### config.mk
export PLATFORM = sky130hd
export DESIGN_NAME = thermo_link_slave
export DESIGN_NICKNAME = d
export VERILOG_FILES = /design/src/pkg/thermo_link_pkg.sv /design/src/verilog/byte_fifo.sv /design/src/verilog/thermo_link_slave.sv
export VERILOG_INCLUDE_DIRS = /design/src /design/src/pkg
export SDC_FILE = /design/constraint.sdc
export NUM_CORES = 1
export LEC_CHECK = 0
export CAP_MARGIN = 0
export CORE_MARGIN = 2
export CORE_UTILIZATION = 55
export CTS_BUF_LIST = sky130_fd_sc_hd__clkbuf_8
export DETAILED_ROUTE_END_ITERATION = 8
export DONT_BUFFER_PORTS = 1
export HOLD_SLACK_MARGIN = 0.1
export PLACE_DENSITY = 0.7
export SYNTH_ARGS = -nofsm -noshare
export SYNTH_HDL_FRONTEND = slang
export SYNTH_SLANG_ARGS = --single-unit
### constraint.sdc
create_clock -name core_clk -period 4.4 [get_ports core_clk]
set_input_delay 0.44 -clock core_clk [delete_from_list [all_inputs] [get_ports core_clk]]
set_output_delay 0.44 -clock core_clk [all_outputs]
set_load 0.01 [all_outputs]
### src/pkg/thermo_link_map.svh
/*
 constants for the single-wire sensor link: opcodes, scratchpad layout, timing.
 assumes a 125 MHz core clock; included by design files by bare name.
*/
`ifndef THERMO_LINK_MAP_SVH
`define THERMO_LINK_MAP_SVH

`define CLK_MHZ 125
`define OP_CONVERT 8'h44
`define OP_RD_PAD 8'hBE
`define OP_WR_PAD 8'h4E
`define OP_COPY 8'h48
`define OP_RECALL 8'hB8
`define PAD_BYTES 9
`define PAD_TH 2
`define PAD_TL 3
`define PAD_CFG 4
`define PAD_CRC 8
`define PAD_LAST 4'h8
`define RESET_US 480
`define PRES_WAIT_US 30
`define PRES_LOW_US 120
`define WR_SAMPLE_US 30
`define RD_HOLD_US 15
`define RESET_CYC (`RESET_US * `CLK_MHZ)
`define PRES_WAIT_CYC (`PRES_WAIT_US * `CLK_MHZ)
`define PRES_LOW_CYC (`PRES_LOW_US * `CLK_MHZ)
`define WR_SAMPLE_CYC (`WR_SAMPLE_US * `CLK_MHZ)
`define RD_HOLD_CYC (`RD_HOLD_US * `CLK_MHZ)
`define CNT_W 17
`define NV_BUSY_CYC 200
`define CFG_RESET 8'h7F

`endif

### src/pkg/thermo_link_pkg.sv
/*
 types for the single-wire sensor link.
 assumes nothing beyond the map header.
*/
`default_nettype none
package thermo_link_pkg;
   typedef enum logic [2:0] {
      ph_idle, ph_reset_wait, ph_pres_wait, ph_pres_low, ph_slot
   } line_phase_t;
   typedef enum logic [2:0] {
      cmd_rom, cmd_op, cmd_wr_pad, cmd_rd_pad, cmd_recall, cmd_quiet, cmd_done
   } cmd_state_t;
endpackage
`default_nettype wire

### src/verilog/byte_fifo.sv
/*
 small synchronous FIFO in flip-flops, valid/ready both sides.
 assumes one clock and a synchronous active-high clear plus async low reset.
*/
`default_nettype none
module byte_fifo #(
   parameter int WIDTH = 8,
   parameter int DEPTH = 16
) (
   // clock and reset
   input wire logic core_clk,
   input wire logic rst_n,
   input wire logic clear,
   // fill side
   input wire logic in_valid,
   output logic in_ready,
   input wire logic [WIDTH-1:0] in_data,
   // drain side
   output logic out_valid,
   input wire logic out_ready,
   output logic [WIDTH-1:0] out_data
);
   localparam int AW = $clog2(DEPTH);
   logic [WIDTH-1:0] mem [DEPTH];
   logic [AW-1:0] wr_ptr;
   logic [AW-1:0] rd_ptr;
   logic [AW:0] count;
   logic push;
   logic pop;

   assign in_ready = (count != (AW+1)'(DEPTH));
   assign out_valid = (count != '0);
   assign push = in_valid && in_ready;
   assign pop = out_valid && out_ready;
   assign out_data = mem[rd_ptr];

   always_ff @(posedge core_clk) begin
      if (push) begin
         mem[wr_ptr] <= in_data;
      end
   end

   always_ff @(posedge core_clk or negedge rst_n) begin
      if (!rst_n) begin
         wr_ptr <= '0;
         rd_ptr <= '0;
         count <= '0;
      end else if (clear) begin
         wr_ptr <= '0;
         rd_ptr <= '0;
         count <= '0;
      end else begin
         if (push) begin
            wr_ptr <= (wr_ptr == AW'(DEPTH - 1)) ? '0 : wr_ptr + 1'b1;
         end
         if (pop) begin
            rd_ptr <= (rd_ptr == AW'(DEPTH - 1)) ? '0 : rd_ptr + 1'b1;
         end
         count <= count + (AW+1)'(push) - (AW+1)'(pop);
      end
   end
endmodule // byte_fifo
`default_nettype wire

### src/verilog/thermo_link_slave.sv
/*
 slave end of a single-wire parasite-powered temperature sensor link:
 reset/presence, write and read slots, function opcodes, recall and copy.
 assumes the open-drain line is resolved outside (dq_in, dq_out, dq_oe);
 the addressing layer above has selected this device: rom_done pulses
 when a function opcode is expected next. temperature bytes come in on
 ports; the nonvolatile store is modelled in flip-flops here.
*/
`default_nettype none
`include "thermo_link_map.svh"
// Contract
// - recall loads triggers and config into bytes 2-4
// - recall status: read 0 busy, 1 done
// - recall runs by itself after power-up
// - read opcode sends nine bytes ending CRC
// - write opcode stores three bytes into 2-4
// - copy stores bytes 2-4 nonvolatile, silent
// - no bus activity during convert or copy
// - reset pulse aborts any transfer
// - master starts all slots except presence
// - presence waits 15-60 us, lasts 60-240
// - sample written bit 15-60 us after fall
// - drive data only in master read slots
// - read 1 released, read 0 pulled low
// - read data held 15 us after fall
// - bytes go least significant bit first
// - scratchpad read starts byte 0 LSB
module thermo_link_slave #(
   parameter int RESET_CYC = `RESET_CYC,
   parameter int PRES_WAIT_CYC = `PRES_WAIT_CYC,
   parameter int PRES_LOW_CYC = `PRES_LOW_CYC,
   parameter int WR_SAMPLE_CYC = `WR_SAMPLE_CYC,
   parameter int RD_HOLD_CYC = `RD_HOLD_CYC,
   parameter int NV_BUSY_CYC = `NV_BUSY_CYC,
   parameter int FIFO_DEPTH = 16
) (
   // clock and reset
   input wire logic core_clk,
   input wire logic rstn,
   // data line
   input wire logic dq_in,
   output logic dq_out,
   output logic dq_oe,
   // addressing layer
   input wire logic rom_done,
   output logic rom_start,
   // sensor core
   input wire logic [7:0] temp_lsb,
   input wire logic [7:0] temp_msb,
   input wire logic [7:0] pad_crc,
   input wire logic conv_busy,
   output logic conv_start,
   // scratchpad view
   output logic [7:0] trig_high,
   output logic [7:0] trig_low,
   output logic [7:0] config_byte,
   output logic nv_busy
);
   logic [1:0] rst_sync;
   logic rst_n;
   logic [2:0] dq_sync;
   logic dq_s;
   logic dq_prev;
   logic fall;
   logic rise;
   logic [`CNT_W-1:0] cnt;
   thermo_link_pkg::line_phase_t phase;
   thermo_link_pkg::cmd_state_t cmd;
   logic bit_valid;
   logic bit_val;
   logic [7:0] shreg;
   logic [2:0] bit_idx;
   logic [3:0] byte_idx;
   logic [1:0] wr_cnt;
   logic tx_bit;
   logic tx_low;
   logic tx_active;
   logic [7:0] nv_th;
   logic [7:0] nv_tl;
   logic [7:0] nv_cfg;
   logic [$clog2(NV_BUSY_CYC+1)-1:0] nv_cnt;
   logic nv_recall;
   logic nv_copy;
   logic boot_recall;
   logic byte_done;
   logic fifo_valid;
   logic fifo_ready;
   logic [7:0] fifo_data;
   logic [7:0] rx_byte;
   logic bus_reset;

   function automatic logic [7:0] pad_byte(input logic [3:0] idx);
      case (idx)
         4'h0: pad_byte = temp_lsb;
         4'h1: pad_byte = temp_msb;
         4'h2: pad_byte = trig_high;
         4'h3: pad_byte = trig_low;
         4'h4: pad_byte = config_byte;
         `PAD_LAST: pad_byte = pad_crc;
         default: pad_byte = 8'hFF;
      endcase
   endfunction

   // reset release
   always_ff @(posedge core_clk or negedge rstn) begin
      if (!rstn) begin
         rst_sync <= 2'h0;
      end else begin
         rst_sync <= {rst_sync[0], 1'b1};
      end
   end
   assign rst_n = rst_sync[1];

   // line synchroniser, change accepted once stages 2 and 3 agree
   always_ff @(posedge core_clk or negedge rst_n) begin
      if (!rst_n) begin
         dq_sync <= 3'h7;
         dq_s <= 1'b1;
         dq_prev <= 1'b1;
      end else begin
         dq_sync <= {dq_sync[1:0], dq_in};
         if (dq_sync[2] == dq_sync[1]) begin
            dq_s <= dq_sync[2];
         end
         dq_prev <= dq_s;
      end
   end
   assign fall = dq_prev && !dq_s;
   assign rise = !dq_prev && dq_s;

   // slot timer
   always_ff @(posedge core_clk or negedge rst_n) begin
      if (!rst_n) begin
         cnt <= '0;
      end else if ((fall && phase == thermo_link_pkg::ph_idle) ||
            (rise && phase == thermo_link_pkg::ph_reset_wait)) begin
         cnt <= '0;
      end else if (cnt != {`CNT_W{1'b1}}) begin
         cnt <= cnt + 1'b1;
      end
   end

   // a long low is seen after the slot sample has already gone back to idle
   assign bus_reset = ((phase == thermo_link_pkg::ph_slot) ||
      (phase == thermo_link_pkg::ph_idle)) && !dq_s &&
      (cnt == `CNT_W'(RESET_CYC));

   // line phase: reset, presence, slots
   always_ff @(posedge core_clk or negedge rst_n) begin
      if (!rst_n) begin
         phase <= thermo_link_pkg::ph_idle;
         bit_valid <= 1'b0;
         bit_val <= 1'b0;
      end else begin
         bit_valid <= 1'b0;
         unique case (phase)
            thermo_link_pkg::ph_idle: begin
               if (bus_reset) begin
                  phase <= thermo_link_pkg::ph_reset_wait;
               end else if (fall) begin
                  phase <= thermo_link_pkg::ph_slot;
               end
            end
            thermo_link_pkg::ph_slot: begin
               if (bus_reset) begin
                  phase <= thermo_link_pkg::ph_reset_wait;
               end else if (cnt == `CNT_W'(WR_SAMPLE_CYC) && !tx_active) begin
                  bit_valid <= 1'b1;
                  bit_val <= dq_s;
                  phase <= thermo_link_pkg::ph_idle;
               end else if (cnt == `CNT_W'(RD_HOLD_CYC) && tx_active) begin
                  bit_valid <= 1'b1;
                  phase <= thermo_link_pkg::ph_idle;
               end
            end
            thermo_link_pkg::ph_reset_wait: begin
               if (rise) begin
                  phase <= thermo_link_pkg::ph_pres_wait;
               end
            end
            thermo_link_pkg::ph_pres_wait: begin
               if (cnt == `CNT_W'(PRES_WAIT_CYC)) begin
                  phase <= thermo_link_pkg::ph_pres_low;
               end
            end
            thermo_link_pkg::ph_pres_low: begin
               if (cnt == `CNT_W'(PRES_WAIT_CYC + PRES_LOW_CYC)) begin
                  phase <= thermo_link_pkg::ph_idle;
               end
            end
            default: phase <= thermo_link_pkg::ph_idle;
         endcase
      end
   end

   // presence counted from the rise; own pull must not restart the timer
   assign tx_active = (cmd == thermo_link_pkg::cmd_rd_pad) ||
      (cmd == thermo_link_pkg::cmd_recall);
   assign tx_low = (phase == thermo_link_pkg::ph_slot) && tx_active && !tx_bit &&
      (cnt < `CNT_W'(RD_HOLD_CYC));
   always_comb begin
      dq_out = 1'b0;
      dq_oe = (phase == thermo_link_pkg::ph_pres_low) || tx_low;
   end

   // transmit bit source
   always_comb begin
      if (cmd == thermo_link_pkg::cmd_recall) begin
         tx_bit = !nv_busy;
      end else begin
         tx_bit = shreg[0];
      end
   end

   assign byte_done = bit_valid && (bit_idx == 3'h7);
   assign rx_byte = {bit_val, shreg[7:1]};
   assign rom_start = (phase == thermo_link_pkg::ph_pres_low) &&
      (cnt == `CNT_W'(PRES_WAIT_CYC + PRES_LOW_CYC));

   // command layer
   always_ff @(posedge core_clk or negedge rst_n) begin
      if (!rst_n) begin
         cmd <= thermo_link_pkg::cmd_done;
         shreg <= 8'h00;
         bit_idx <= 3'h0;
         byte_idx <= 4'h0;
         wr_cnt <= 2'h0;
         conv_start <= 1'b0;
         nv_copy <= 1'b0;
         nv_recall <= 1'b0;
      end else begin
         conv_start <= 1'b0;
         nv_copy <= 1'b0;
         nv_recall <= 1'b0;
         if (bus_reset) begin
            cmd <= thermo_link_pkg::cmd_rom;
            bit_idx <= 3'h0;
         end else if (rom_done && cmd == thermo_link_pkg::cmd_rom) begin
            cmd <= thermo_link_pkg::cmd_op;
            bit_idx <= 3'h0;
         end else if (bit_valid) begin
            bit_idx <= bit_idx + 1'b1;
            unique case (cmd)
               thermo_link_pkg::cmd_op: begin
                  shreg <= rx_byte;
                  if (byte_done) begin
                     byte_idx <= 4'h0;
                     wr_cnt <= 2'h0;
                     if (rx_byte == `OP_CONVERT) begin
                        conv_start <= 1'b1;
                        cmd <= thermo_link_pkg::cmd_quiet;
                     end else if (rx_byte == `OP_COPY) begin
                        nv_copy <= 1'b1;
                        cmd <= thermo_link_pkg::cmd_quiet;
                     end else if (rx_byte == `OP_WR_PAD) begin
                        cmd <= thermo_link_pkg::cmd_wr_pad;
                     end else if (rx_byte == `OP_RD_PAD) begin
                        shreg <= pad_byte(4'h0);
                        cmd <= thermo_link_pkg::cmd_rd_pad;
                     end else if (rx_byte == `OP_RECALL) begin
                        nv_recall <= 1'b1;
                        cmd <= thermo_link_pkg::cmd_recall;
                     end else begin
                        cmd <= thermo_link_pkg::cmd_done;
                     end
                  end
               end
               thermo_link_pkg::cmd_wr_pad: begin
                  shreg <= rx_byte;
                  if (byte_done) begin
                     wr_cnt <= wr_cnt + 1'b1;
                     if (wr_cnt == 2'h2) begin
                        cmd <= thermo_link_pkg::cmd_done;
                     end
                  end
               end
               thermo_link_pkg::cmd_rd_pad: begin
                  if (byte_done) begin
                     byte_idx <= byte_idx + 1'b1;
                     shreg <= pad_byte(byte_idx + 1'b1);
                     if (byte_idx == `PAD_LAST) begin
                        cmd <= thermo_link_pkg::cmd_done;
                     end
                  end else begin
                     shreg <= {1'b1, shreg[7:1]};
                  end
               end
               default: begin
               end
            endcase
         end
      end
   end

   // write bytes queue up ahead of the scratchpad
   byte_fifo #(
      .WIDTH(8),
      .DEPTH(FIFO_DEPTH)
   ) u_wr_fifo (
      .core_clk(core_clk),
      .rst_n(rst_n),
      .clear(1'b0),
      .in_valid(byte_done && cmd == thermo_link_pkg::cmd_wr_pad),
      .in_ready(),
      .in_data(rx_byte),
      .out_valid(fifo_valid),
      .out_ready(fifo_ready),
      .out_data(fifo_data)
   );
   assign fifo_ready = !nv_busy;

   // scratchpad trigger/config bytes and nonvolatile store
   logic [1:0] pad_slot;
   always_ff @(posedge core_clk or negedge rst_n) begin
      if (!rst_n) begin
         trig_high <= 8'h00;
         trig_low <= 8'h00;
         config_byte <= `CFG_RESET;
         nv_th <= 8'h00;
         nv_tl <= 8'h00;
         nv_cfg <= `CFG_RESET;
         nv_cnt <= '0;
         boot_recall <= 1'b1;
         pad_slot <= 2'h0;
      end else begin
         boot_recall <= 1'b0;
         if (bus_reset || (cmd == thermo_link_pkg::cmd_op)) begin
            pad_slot <= 2'h0;
         end
         if (fifo_valid && fifo_ready) begin
            pad_slot <= pad_slot + 1'b1;
            unique case (pad_slot)
               2'h0: trig_high <= fifo_data;
               2'h1: trig_low <= fifo_data;
               default: config_byte <= fifo_data;
            endcase
         end
         if (nv_recall || boot_recall) begin
            nv_cnt <= NV_BUSY_CYC[$bits(nv_cnt)-1:0];
         end else if (nv_copy) begin
            nv_cnt <= NV_BUSY_CYC[$bits(nv_cnt)-1:0];
            nv_th <= trig_high;
            nv_tl <= trig_low;
            nv_cfg <= config_byte;
         end else if (nv_cnt != '0) begin
            nv_cnt <= nv_cnt - 1'b1;
            if (nv_cnt == 1 && cmd != thermo_link_pkg::cmd_quiet) begin
               trig_high <= nv_th;
               trig_low <= nv_tl;
               config_byte <= nv_cfg;
            end
         end
      end
   end
   assign nv_busy = (nv_cnt != '0) || boot_recall;
endmodule // thermo_link_slave
`default_nettype wire

### After elaboration in Yosys (flattened, before gate mapping)

Memory sizes are Yosys's and may differ from the RTL's.
Index checks and enable logic that the tools add are counted.

| storage, ports and cells | value |
|---|---|
| RAM bits | 128 |
| memories kept | 1 |
| word-level logic and storage cells | 238 |
| output and inout bits | 29 |
| register bits | 124 |

Memory list:

| name | words | width | rd ports | clocked after Yosys merged registers in | wr ports | RTL line | text |
|---|---|---|---|---|---|---|---|
| u_wr_fifo.mem | 16 | 8 | 1 | 0 | 1 | byte_fifo.sv:24 | `logic [WIDTH-1:0] mem [DEPTH];` |

| operators by class | value |
|---|---|
| reduce and logical (&&, ||, !) cells | 52 |
| muxes and demuxes | 97 |
| $add $sub $neg | 10 |
| bitwise gates (word level) | 3 |
| $lt $le $gt $ge | 1 |
| equal/unequal tests | 46 |

Operators by type and width:

| kind | count |
|---|---|
| 8-bit 2-to-1 mux | 27 |
| 3-bit 2-to-1 mux | 23 |
| 8-bit case mux with 6 select lines | 1 |
| 17-bit 2-to-1 mux | 2 |
| 1-bit 2-to-1 mux | 30 |
| 8-bit by 7-bit equality test with 1-bit output, second input constant | 3 |
| 8-bit case mux with 3 select lines | 1 |
| 1-bit logical AND | 18 |
| 17-bit by 1-bit adder with 17-bit output, second input constant | 1 |
| 17-bit by 11-bit equality test with 1-bit output, second input constant | 1 |
| 17-bit by 12-bit equality test with 1-bit output, second input constant | 1 |
| 17-bit by 15-bit equality test with 1-bit output, second input constant | 1 |
| 17-bit by 16-bit equality test with 1-bit output, second input constant | 1 |
| 17-bit by 11-bit < comparator with 1-bit output, second input constant | 1 |
| 17-bit != test, second input constant | 1 |
| 4-bit equality test, second input constant | 4 |
| 8-bit equality test, second input constant | 2 |
| 4-bit 2-to-1 mux | 4 |
| 3-bit case mux with 5 select lines | 1 |
| 4-bit by 1-bit adder with 4-bit output, second input constant | 3 |
| 3-bit by 2-bit equality test with 1-bit output, second input constant | 4 |
| 2-bit != test, second input constant | 6 |
| 4-bit != test, second input constant | 3 |
| 6-bit AND reduction | 2 |
| other kinds (38) | 68 |

### Longest topological paths before layout

Gate-level depths: netlist of the first run.

| logic depth | value |
|---|---|
| depth in word-level cells | 11 |
| gate-level depth with buffers | 16 |
| gate-level depth less buffers | 14 |

### Cells and area by module

Synthesis of the first run repeated with hierarchy kept, for this count alone.

| unflattened totals | value |
|---|---|
| cells, all modules | 974 |
| area, all modules | 12175.4 um2 |

By module, submodules not included:

| module | area each (um2) | cells each | sequential area each (um2) | times used |
|---|---|---|---|---|
| thermo_link_slave | 6257.3 | 639 | 2805.2 | 1 |
| byte_fifo | 5918.2 | 335 | 4169.0 | 1 |

### Worst setup path after synthesis of the first run

No wires, ideal clock.

| timing | value |
|---|---|
| path kind | reg-to-reg |
| from | register nv_cnt[3] |
| to | register u_wr_fifo.count[4] |
| data arrival time | 3.235 ns |
| setup slack | 1.040 ns |
| buffers on the path | 2 |
| clock period less this slack | 3.360 ns |
| required time | 4.275 ns |
| cell stages (with the launch flop) | 16 |
| cells stage by stage | dfrtp_1 > or4_4 > or4b_4 > buf_6 > nor3_4 > buf_6 > ha_1 > inv_1 > ha_1 > inv_1 > fa_1 > inv_1 > a21oi_1 > nor2_1 > nor2_1 > xnor2_1 |

| on the way | value |
|---|---|
| cells in the longest elaborated chain, start to end | 5 |

Ends and longest elaborated chain:

| element | RTL line | text |
|---|---|---|
| from (decl) | thermo_link_slave.sv:81 | `logic [$clog2(NV_BUSY_CYC+1)-1:0] nv_cnt;` |
| from (signal assigned) | thermo_link_slave.sv:339 | `nv_cnt <= NV_BUSY_CYC[$bits(nv_cnt)-1:0];` |
| from (signal assigned) | thermo_link_slave.sv:341 | `nv_cnt <= NV_BUSY_CYC[$bits(nv_cnt)-1:0];` |
| from (signal assigned) | thermo_link_slave.sv:346 | `nv_cnt <= nv_cnt - 1'b1;` |
| 8-bit nonzero test | thermo_link_slave.sv:355 | `assign nv_busy = (nv_cnt != '0) \|\| boot_recall;` |
| 1-bit logical OR | thermo_link_slave.sv:355 |  |
| 1-bit logical NOT | thermo_link_slave.sv:310 | `assign fifo_ready = !nv_busy;` |
| 1-bit logical AND | byte_fifo.sv:34 | `assign pop = out_valid && out_ready;` |
| net u_wr_fifo.pop | byte_fifo.sv:29 | `logic pop;` |
| 5-bit by 1-bit subtractor with 5-bit output | byte_fifo.sv:59 | `count <= count + (AW+1)'(push) - (AW+1)'(pop);` |
| to (signal assigned) | byte_fifo.sv:59 |  |
| to (decl) | byte_fifo.sv:27 | `logic [AW:0] count;` |

The timed path passes the listed nets, and every way through them passes these cells.
A chain may end at the register's enable or synchronous reset.

### Worst setup path in the final report of the first run

| timing | value |
|---|---|
| from | register nv_cnt[3] |
| to | register u_wr_fifo.count[4] |

| on the way | value |
|---|---|
| cells in the longest elaborated chain, start to end | 5 |

Ends and longest elaborated chain:

| element | RTL line |
|---|---|
| 8-bit nonzero test | thermo_link_slave.sv:355 |
| 1-bit logical OR | thermo_link_slave.sv:355 |
| 1-bit logical NOT | thermo_link_slave.sv:310 |
| 1-bit logical AND | byte_fifo.sv:34 |
| 5-bit by 1-bit subtractor with 5-bit output | byte_fifo.sv:59 |

No other way between the ends.

==> impl_metrics.ini, run 1 <==
[run_status]
outcome = complete, no violations

[worst_setup_path]
critPathLaunchType = flip-flop
cp_slowest_cell = or4b_4
path_max_fanout = 15
reg2reg_slack_ps = 920
critPathMaxStageDelay_ps = 600
path_cells = or4_4 -> or4b_4 -> nor3_4 -> buf_4 -> ha_1 -> inv_1 -> ha_1 -> inv_1 -> fa_1 -> inv_1 -> a21oi_1 -> nor2_1 -> nor2_1 -> xnor2_1
endpoint_kind = flip-flop
cp.required_ps = 4840
cpMostUsedCell = inv_1
arrival_ps = 3910
crit_type = flip-flop to flip-flop

[global_routing]
grt_max_degree = 49
met2_usage_pct = 37.9
busiest_layer = met2
grt.overflow.total = 0
grt_pass1_vias = 7718
grtUsageTotal_pct = 24.5
met1_usage_pct = 33.8
grt_pass1_wl_um = 42900
antenna_found_initial = 1
grtUsageMet3_pct = 6.60

[pwr]
total_power_mw = 4.63
p_leak_nw = 5.04
power.density_nw_per_um2 = 356
max-vdd-ir-drop_uv = 222

[place]
io_buffers = 0
place_congestion = 0.917
place_hpwl_um = 18400

[routing]
wl_per_cell_um = 20.9
antenna_left = 0
drc = 0
routed_wl_um = 27400
first_pass_iters = 5
viasPerCell = 6.12
drt_iter0_drc = 711
vias = 8019

[yosys]
ys_types = 78
async_reset_ff_share_pct = 49.2
ys_top_cells_by_area = edfxtp_1, dfrtp_1, dfstp_2, mux2i_1, ha_1
synth_area_per_cell_um2 = 12.0
synth_edf_count = 128
ys.warnings.count = 0
yosysSeqAreaShare_pct = 58.4
synthFlopType = edfxtp_1
synth.cell_area_um2 = 12000
syn_inst = 992
synth_top_area_share_pct = 32.2
synth_top_cell_by_area = edfxtp_1
ys_ff_latch = 252

[timing]
grt_setup_unrepaired = false
min_period_over_period_pct = 79.0
setup_viol = 0
setup_tns_ps = 0
holdWs_ps = 115
worst_pin_slew_ps = 1000
max_freq_mhz = 288
worst_slew_margin_rel_pct = 32.8
final-max-slew-violation-count = 0
hold_violations = 0
fin_crit_ps = 3480
skew_ps = 33.4

[clocking]
cts_tree = yes
post-cts-setup-buffers = 0
cts_sinks = 252
cts.clk_slew.worst_paths_ps = 60
insertion_delay_ps = 550
htree_levels = 2
cts.root.buffer_cell = clkbuf_8
cts_inserted_buffers = 42
clockBufferDepth = 3
cts_resized = 0

[layout]
area_growth_pct = 8.95
n_fill_cell = 1671
nets = 1062
final_util_pct = 61.6
multi_input_area_um2 = 4620
drive_gt1_share_pct = 14.7
seq_area_um2 = 6980

[die]
coreArea_um2 = 21200
rows = 53
boundaryPins = 58
dieArea_um2 = 22900
die_w_um = 151
start_util_pct = 56.5
die_h_um = 151

[hold_path]
hold_class = input pin to flip-flop

[job]
cap_violations = 0
-- per-layer routing --
layer  vias up  wire length (µm)
met5         -                 0
met4         0               812
met3        57              2210
met2       280             12600
met1      3962             11700
li1       3720                 -
-- cells by family after synthesis --
logic type | after synthesis | share of synthesized area [%]
AO/OA/AOI/OAI | 194 | 10.7
XOR/XNOR | 26 | 1.91
adder cells (fa/ha/maj) | 31 | 3.29
buffers and inverters | 85 | 3.10
flip-flops | 252 | 58.4
multiplexers | 88 | 9.36
other | 2 | 0.0628
AND/OR/NAND/NOR | 314 | 13.2
-- Yosys cell counts, drive strengths merged (6+ instances only) --
cell,count
a21oi,22
a221oi,18
a222oi,6
a22oi,11
and2,18
buf,15
clkbuf,35
dfrtp,102
dfstp,22
edfxtp,128
ha,29
inv,34
mux2,30
mux2i,42
mux4,16
nand2,87
nand2b,10
nand3,15
nor2,88
nor2b,6
nor3,23
nor4,8
o21ai,79
or2,6
or3,10
xnor2,17
xor2,9
-- metrics by stage --
step | setup slack, ps | std cells | area (µm²)
after floorplan | 728 | 993 | 12000
after global placement | 960 | 1232 | 12200
after detailed placement | 919 | 1232 | 12200
after CTS | 917 | 1310 | 13000
after global routing | 711 | 1310 | 13000
final | 924 | 1311 | 13000
-- worst paths after layout --
| check | from | end | cells past startpoint |
|---|---|---|---|
| min | temp_lsb[4] | shreg[4] | 2 |
| max reg2reg | nv_cnt[3] | u_wr_fifo.count[4] | 14 |
| max | nv_cnt[3] | u_wr_fifo.count[4] | 14 |
| min in group asynchronous | rstn | rst_sync[1] | 1 |
| max in group asynchronous | rst_sync[1] | dq_sync[0] | 1 |
| min reg2reg | rst_sync[1] | u_wr_fifo.count[0] | 0 |
-- final cells by class --
cell class                      count  share of cell area, %
Sequential cell                   252                   53.6
Multi-Input combinational cell    656                   35.4
Clock buffer                       50                   5.28
Tap cell                          275                   2.64
Timing Repair Buffer               17                   1.02
Clock inverter                     26                   1.01
Inverter                           34                  0.980
Antenna cell                        1                 0.0192
-- where the power goes --
part           total (mW)  switching [mW]  internal, mW
clock network        2.00           0.915          1.09
logic               0.104          0.0558        0.0486
registers            2.53          0.0342          2.49
total                4.63            1.01          3.63
-- critical path: cells and delay by family (launching register included) --
family / cells / cell delay, ps
compound gates: 1 / 60
fa+ha+maj: 3 / 850
simple gates: 5 / 1480
buf+inv: 4 / 440
xor+xnor: 1 / 110
flops: 1 / 420
-- cells in the final DEF, fill, tap and decap left out, drive strengths merged, types with 5 or more instances in the layout --
cell type / count
or4: 5
a22oi: 11
nor4: 8
or3: 10
a221oi: 18
o21ai: 79
clkbuf: 50
xor2: 9
o31ai: 5
clkinv: 6
dfstp: 22
mux4: 16
a222oi: 6
and2: 18
nand2: 87
xnor2: 17
dfrtp: 102
buf: 15
mux2: 30
ha: 29
edfxtp: 128
nor3: 23
nor2: 88
nand3: 15
mux2i: 42
or2: 6
nand2b: 10
a21oi: 22
nand4: 5
nor2b: 6
a22o: 5
and3: 5
inv: 52
o32ai: 5
-- timing repair --
| action | CTS | global route |
|---|---|---|
| hold buffers | 2 | 0 |
| endpoints found under the setup margin | 0 | 0 |
| hold endpoints to repair | 3 | 0 |
-- sequential cells by signal, summed over array words and instances, names as in the netlist, 3 cells and up --
name,cells
byte_idx,4
trig_low,8
shreg,8
nv_th,8
nv_cfg,8
dq_sync,3
u_wr_fifo.wr_ptr,4
cnt,17
nv_cnt,8
cmd,3
u_wr_fifo.mem,128
nv_tl,8
trig_high,8
u_wr_fifo.count,5
u_wr_fifo.rd_ptr,4
phase,3
config_byte,8
bit_idx,3
(Power assumes the default switching activity.)
==> run 2, diff against run 1 <==
==> constraint.sdc (replaced) <==
create_clock -name core_clk -period 3.2 [get_ports core_clk]
set_input_delay 0.32 -clock core_clk [delete_from_list [all_inputs] [get_ports core_clk]]
set_output_delay 0.32 -clock core_clk [all_outputs]
set_load 0.01 [all_outputs]
==> run 2 against run 1 <==
Compared with the run above: sequential power increased by 37%; flip-flop and latch count unchanged; clock skew decreased by 7.6 ps; register-to-register slack lost 790 ps; cell count is 3.0% higher; global-route usage up 0.21 points; hold slack better by 26 ps; core utilization grew 1.7 points; first-iteration DRC count is 1.1% higher; power grew 37%.
==> impl_metrics.ini, run 2 (synthesis gave the netlist of run 1 again) <==
[routing]
wl_per_cell_um = 20.6
antenna_left = 0
first_pass_iters = 5
viasPerCell = 6.09
drc = 0
vias = 8226
drt_iter0_drc = 719
routed_wl_um = 27900

[global_routing]
grtUsageTotal_pct = 24.7
met1_usage_pct = 33.9
grt_max_degree = 54
antenna_found_initial = 0
grt_pass1_vias = 7993
busiest_layer = met2
grt_pass1_wl_um = 43300
met2_usage_pct = 38.7
grt.overflow.total = 0
grtUsageMet3_pct = 6.02

[die]
die_h_um = 151
start_util_pct = 56.5
rows = 53
coreArea_um2 = 21200
boundaryPins = 58
die_w_um = 151
dieArea_um2 = 22900

[worst_setup_path]
crit_type = flip-flop to output pin
path_cells = or4_4 -> or4b_4 -> buf_4 -> or2_4 -> o22ai_4 -> o21ai_2
endpoint_kind = output pin
r2r_start = nv_cnt[6]
path_buf_inv = 1
startpoint = nv_cnt[6]
critPathLaunchType = flip-flop
reg2reg_slack_ps = 130
path_depth = 6
cp.required_ps = 2880
arrival_ps = 2760
cp_slowest_cell = or4_4
r2r_cells = 13
critPathMaxStageDelay_ps = 540
r2r-end = u_wr_fifo.count[4]
cp_top_family = simple AND/OR/NAND/NOR gates
endpoint = dq_oe
path_max_fanout = 6

[timing]
min_period_over_period_pct = 96.1
worst_pin_slew_ps = 871
setup_viol = 0
worst_slew_margin_rel_pct = 41.5
skew_ps = 25.8
grt_setup_unrepaired = false
hold_violations = 0
final-max-slew-violation-count = 0
max_freq_mhz = 325
fin_crit_ps = 3080
setup_tns_ps = 0

[run_status]
outcome = complete, no violations

[clocking]
cts.root.buffer_cell = clkbuf_8
htree_levels = 2
cts_sinks = 252
clockBufferDepth = 3
cts.clk_slew.worst_paths_ps = 60
insertion_delay_ps = 560
cts_inserted_buffers = 44
post-cts-setup-buffers = 0
cts_tree = yes

[pwr]
clkPwrFrac_pct = 42.6
power.switching_mw = 1.41
switching_share_pct = 22.3
pwr-share-comb_pct = 2.6
p_int_mw = 4.92
max-vdd-ir-drop_uv = 281
seqPwrFrac_pct = 54.8
power.density_nw_per_um2 = 474
p_leak_nw = 5.23

[place]
place_hpwl_um = 18800
io_buffers = 0
postPlaceCellArea_um2 = 12400
place_congestion = 0.944

[layout]
reg_top3 = u_wr_fifo.mem: 128 flops, cnt: 17 flops
largest_reg_flops = 128
final_cell_mix = edfxtp_1, dfrtp_1, nor2_1, nand2_1, o21ai_1
antenna_cells = 0
regMostFlops = u_wr_fifo.mem
final_cell_area_um2 = 13400
area_growth_pct = 11.9
nets = 1099
layout_commonest_cell = edfxtp_1
drive_gt1_share_pct = 17.4

[hold_path]
hold_class = input pin to flip-flop

[job]
cap_violations = 0
-- run 2: cell types whose count changed in the layout (fill, tap and decap cells not counted), moves of 2 or more --
cell	change
inv_2	+2
ha_4	+2
ha_1	-2
clkinv_1	+3
buf_12	+2
inv_1	-2
clkinv_2	+2
dlygate4sd3_1	+9
buf_4	+24
inv_6	+3
-- run 2: stage by stage --
| step | hold WS (ps) | worst slack (ps) | util [%] | instances | power [mW] |
|---|---|---|---|---|---|
| after floorplan | 24.4 | 17.6 | - | 993 | 3.64 |
| after CTS | 125 | 66.6 | 63.2 | 1350 | 6.39 |
| after global routing | 146 | 2.66 | 63.2 | 1350 | 6.57 |
| after global placement | 24.5 | 152 | 58.7 | 1258 | 3.68 |
| after detailed placement | 24.5 | 121 | 58.7 | 1258 | 3.69 |
| final | 141 | 124 | 63.2 | 1350 | 6.33 |
-- run 2: power by group through the flow --
stage | clock network [mW] | logic [mW] | registers, mW
global route | 2.91 | 0.189 | 3.48
CTS | 2.75 | 0.167 | 3.47
global placement | 0 | 0.147 | 3.53
detailed placement | 0 | 0.155 | 3.53
floorplan | 0 | 0.106 | 3.54
finish | 2.70 | 0.166 | 3.47
-- run 2: layout make-up --
type,count,area [µm²]
inverter,34,128
tap,275,344
clock inverter,32,141
clock buffer,49,674
timing repair buffer,52,443
multi-input combinational,656,4660
fill,1636,7780
sequential,252,6980
-- run 2: timing repair --
item / in CTS / in global routing
setup endpoints to repair: 1 / 0
endpoints found under the hold margin: 11 / 0
hold buffers: 11 / 0
gates resized for setup: 5 / 0
-- run 2: worst min-delay path by stage --
stage / from / end / slack (ps) / depth (start not counted)
floorplan: rstn / rst_sync[0] / 20 / 0
global placement: rstn / rst_sync[0] / 20 / 0
detailed placement: rstn / rst_sync[0] / 20 / 0
CTS: temp_lsb[0] / shreg[0] / 130 / 3
global route: pad_crc[4] / shreg[4] / 150 / 2
finish: temp_lsb[0] / shreg[0] / 140 / 3
-- run 2: worst register-to-register path, stage by stage (launching register included) --
cell	delay, ps
dfrtp_1	380
or4_4	540
or4b_4	520
nor3_4	290
ha_4	250
inv_2	60
ha_4	130
inv_2	30
fa_2	340
inv_1	60
a21oi_1	60
nor2_1	100
nor2_1	60
xnor2_1	110
-- run 2: routing by layer --
| layer | share of wire [%] | wire [µm] |
|---|---|---|
| met5 | 0 | 0 |
| met4 | 2.6 | 736 |
| met1 | 42 | 11600 |
| met3 | 8.7 | 2420 |
| met2 | 47 | 13100 |
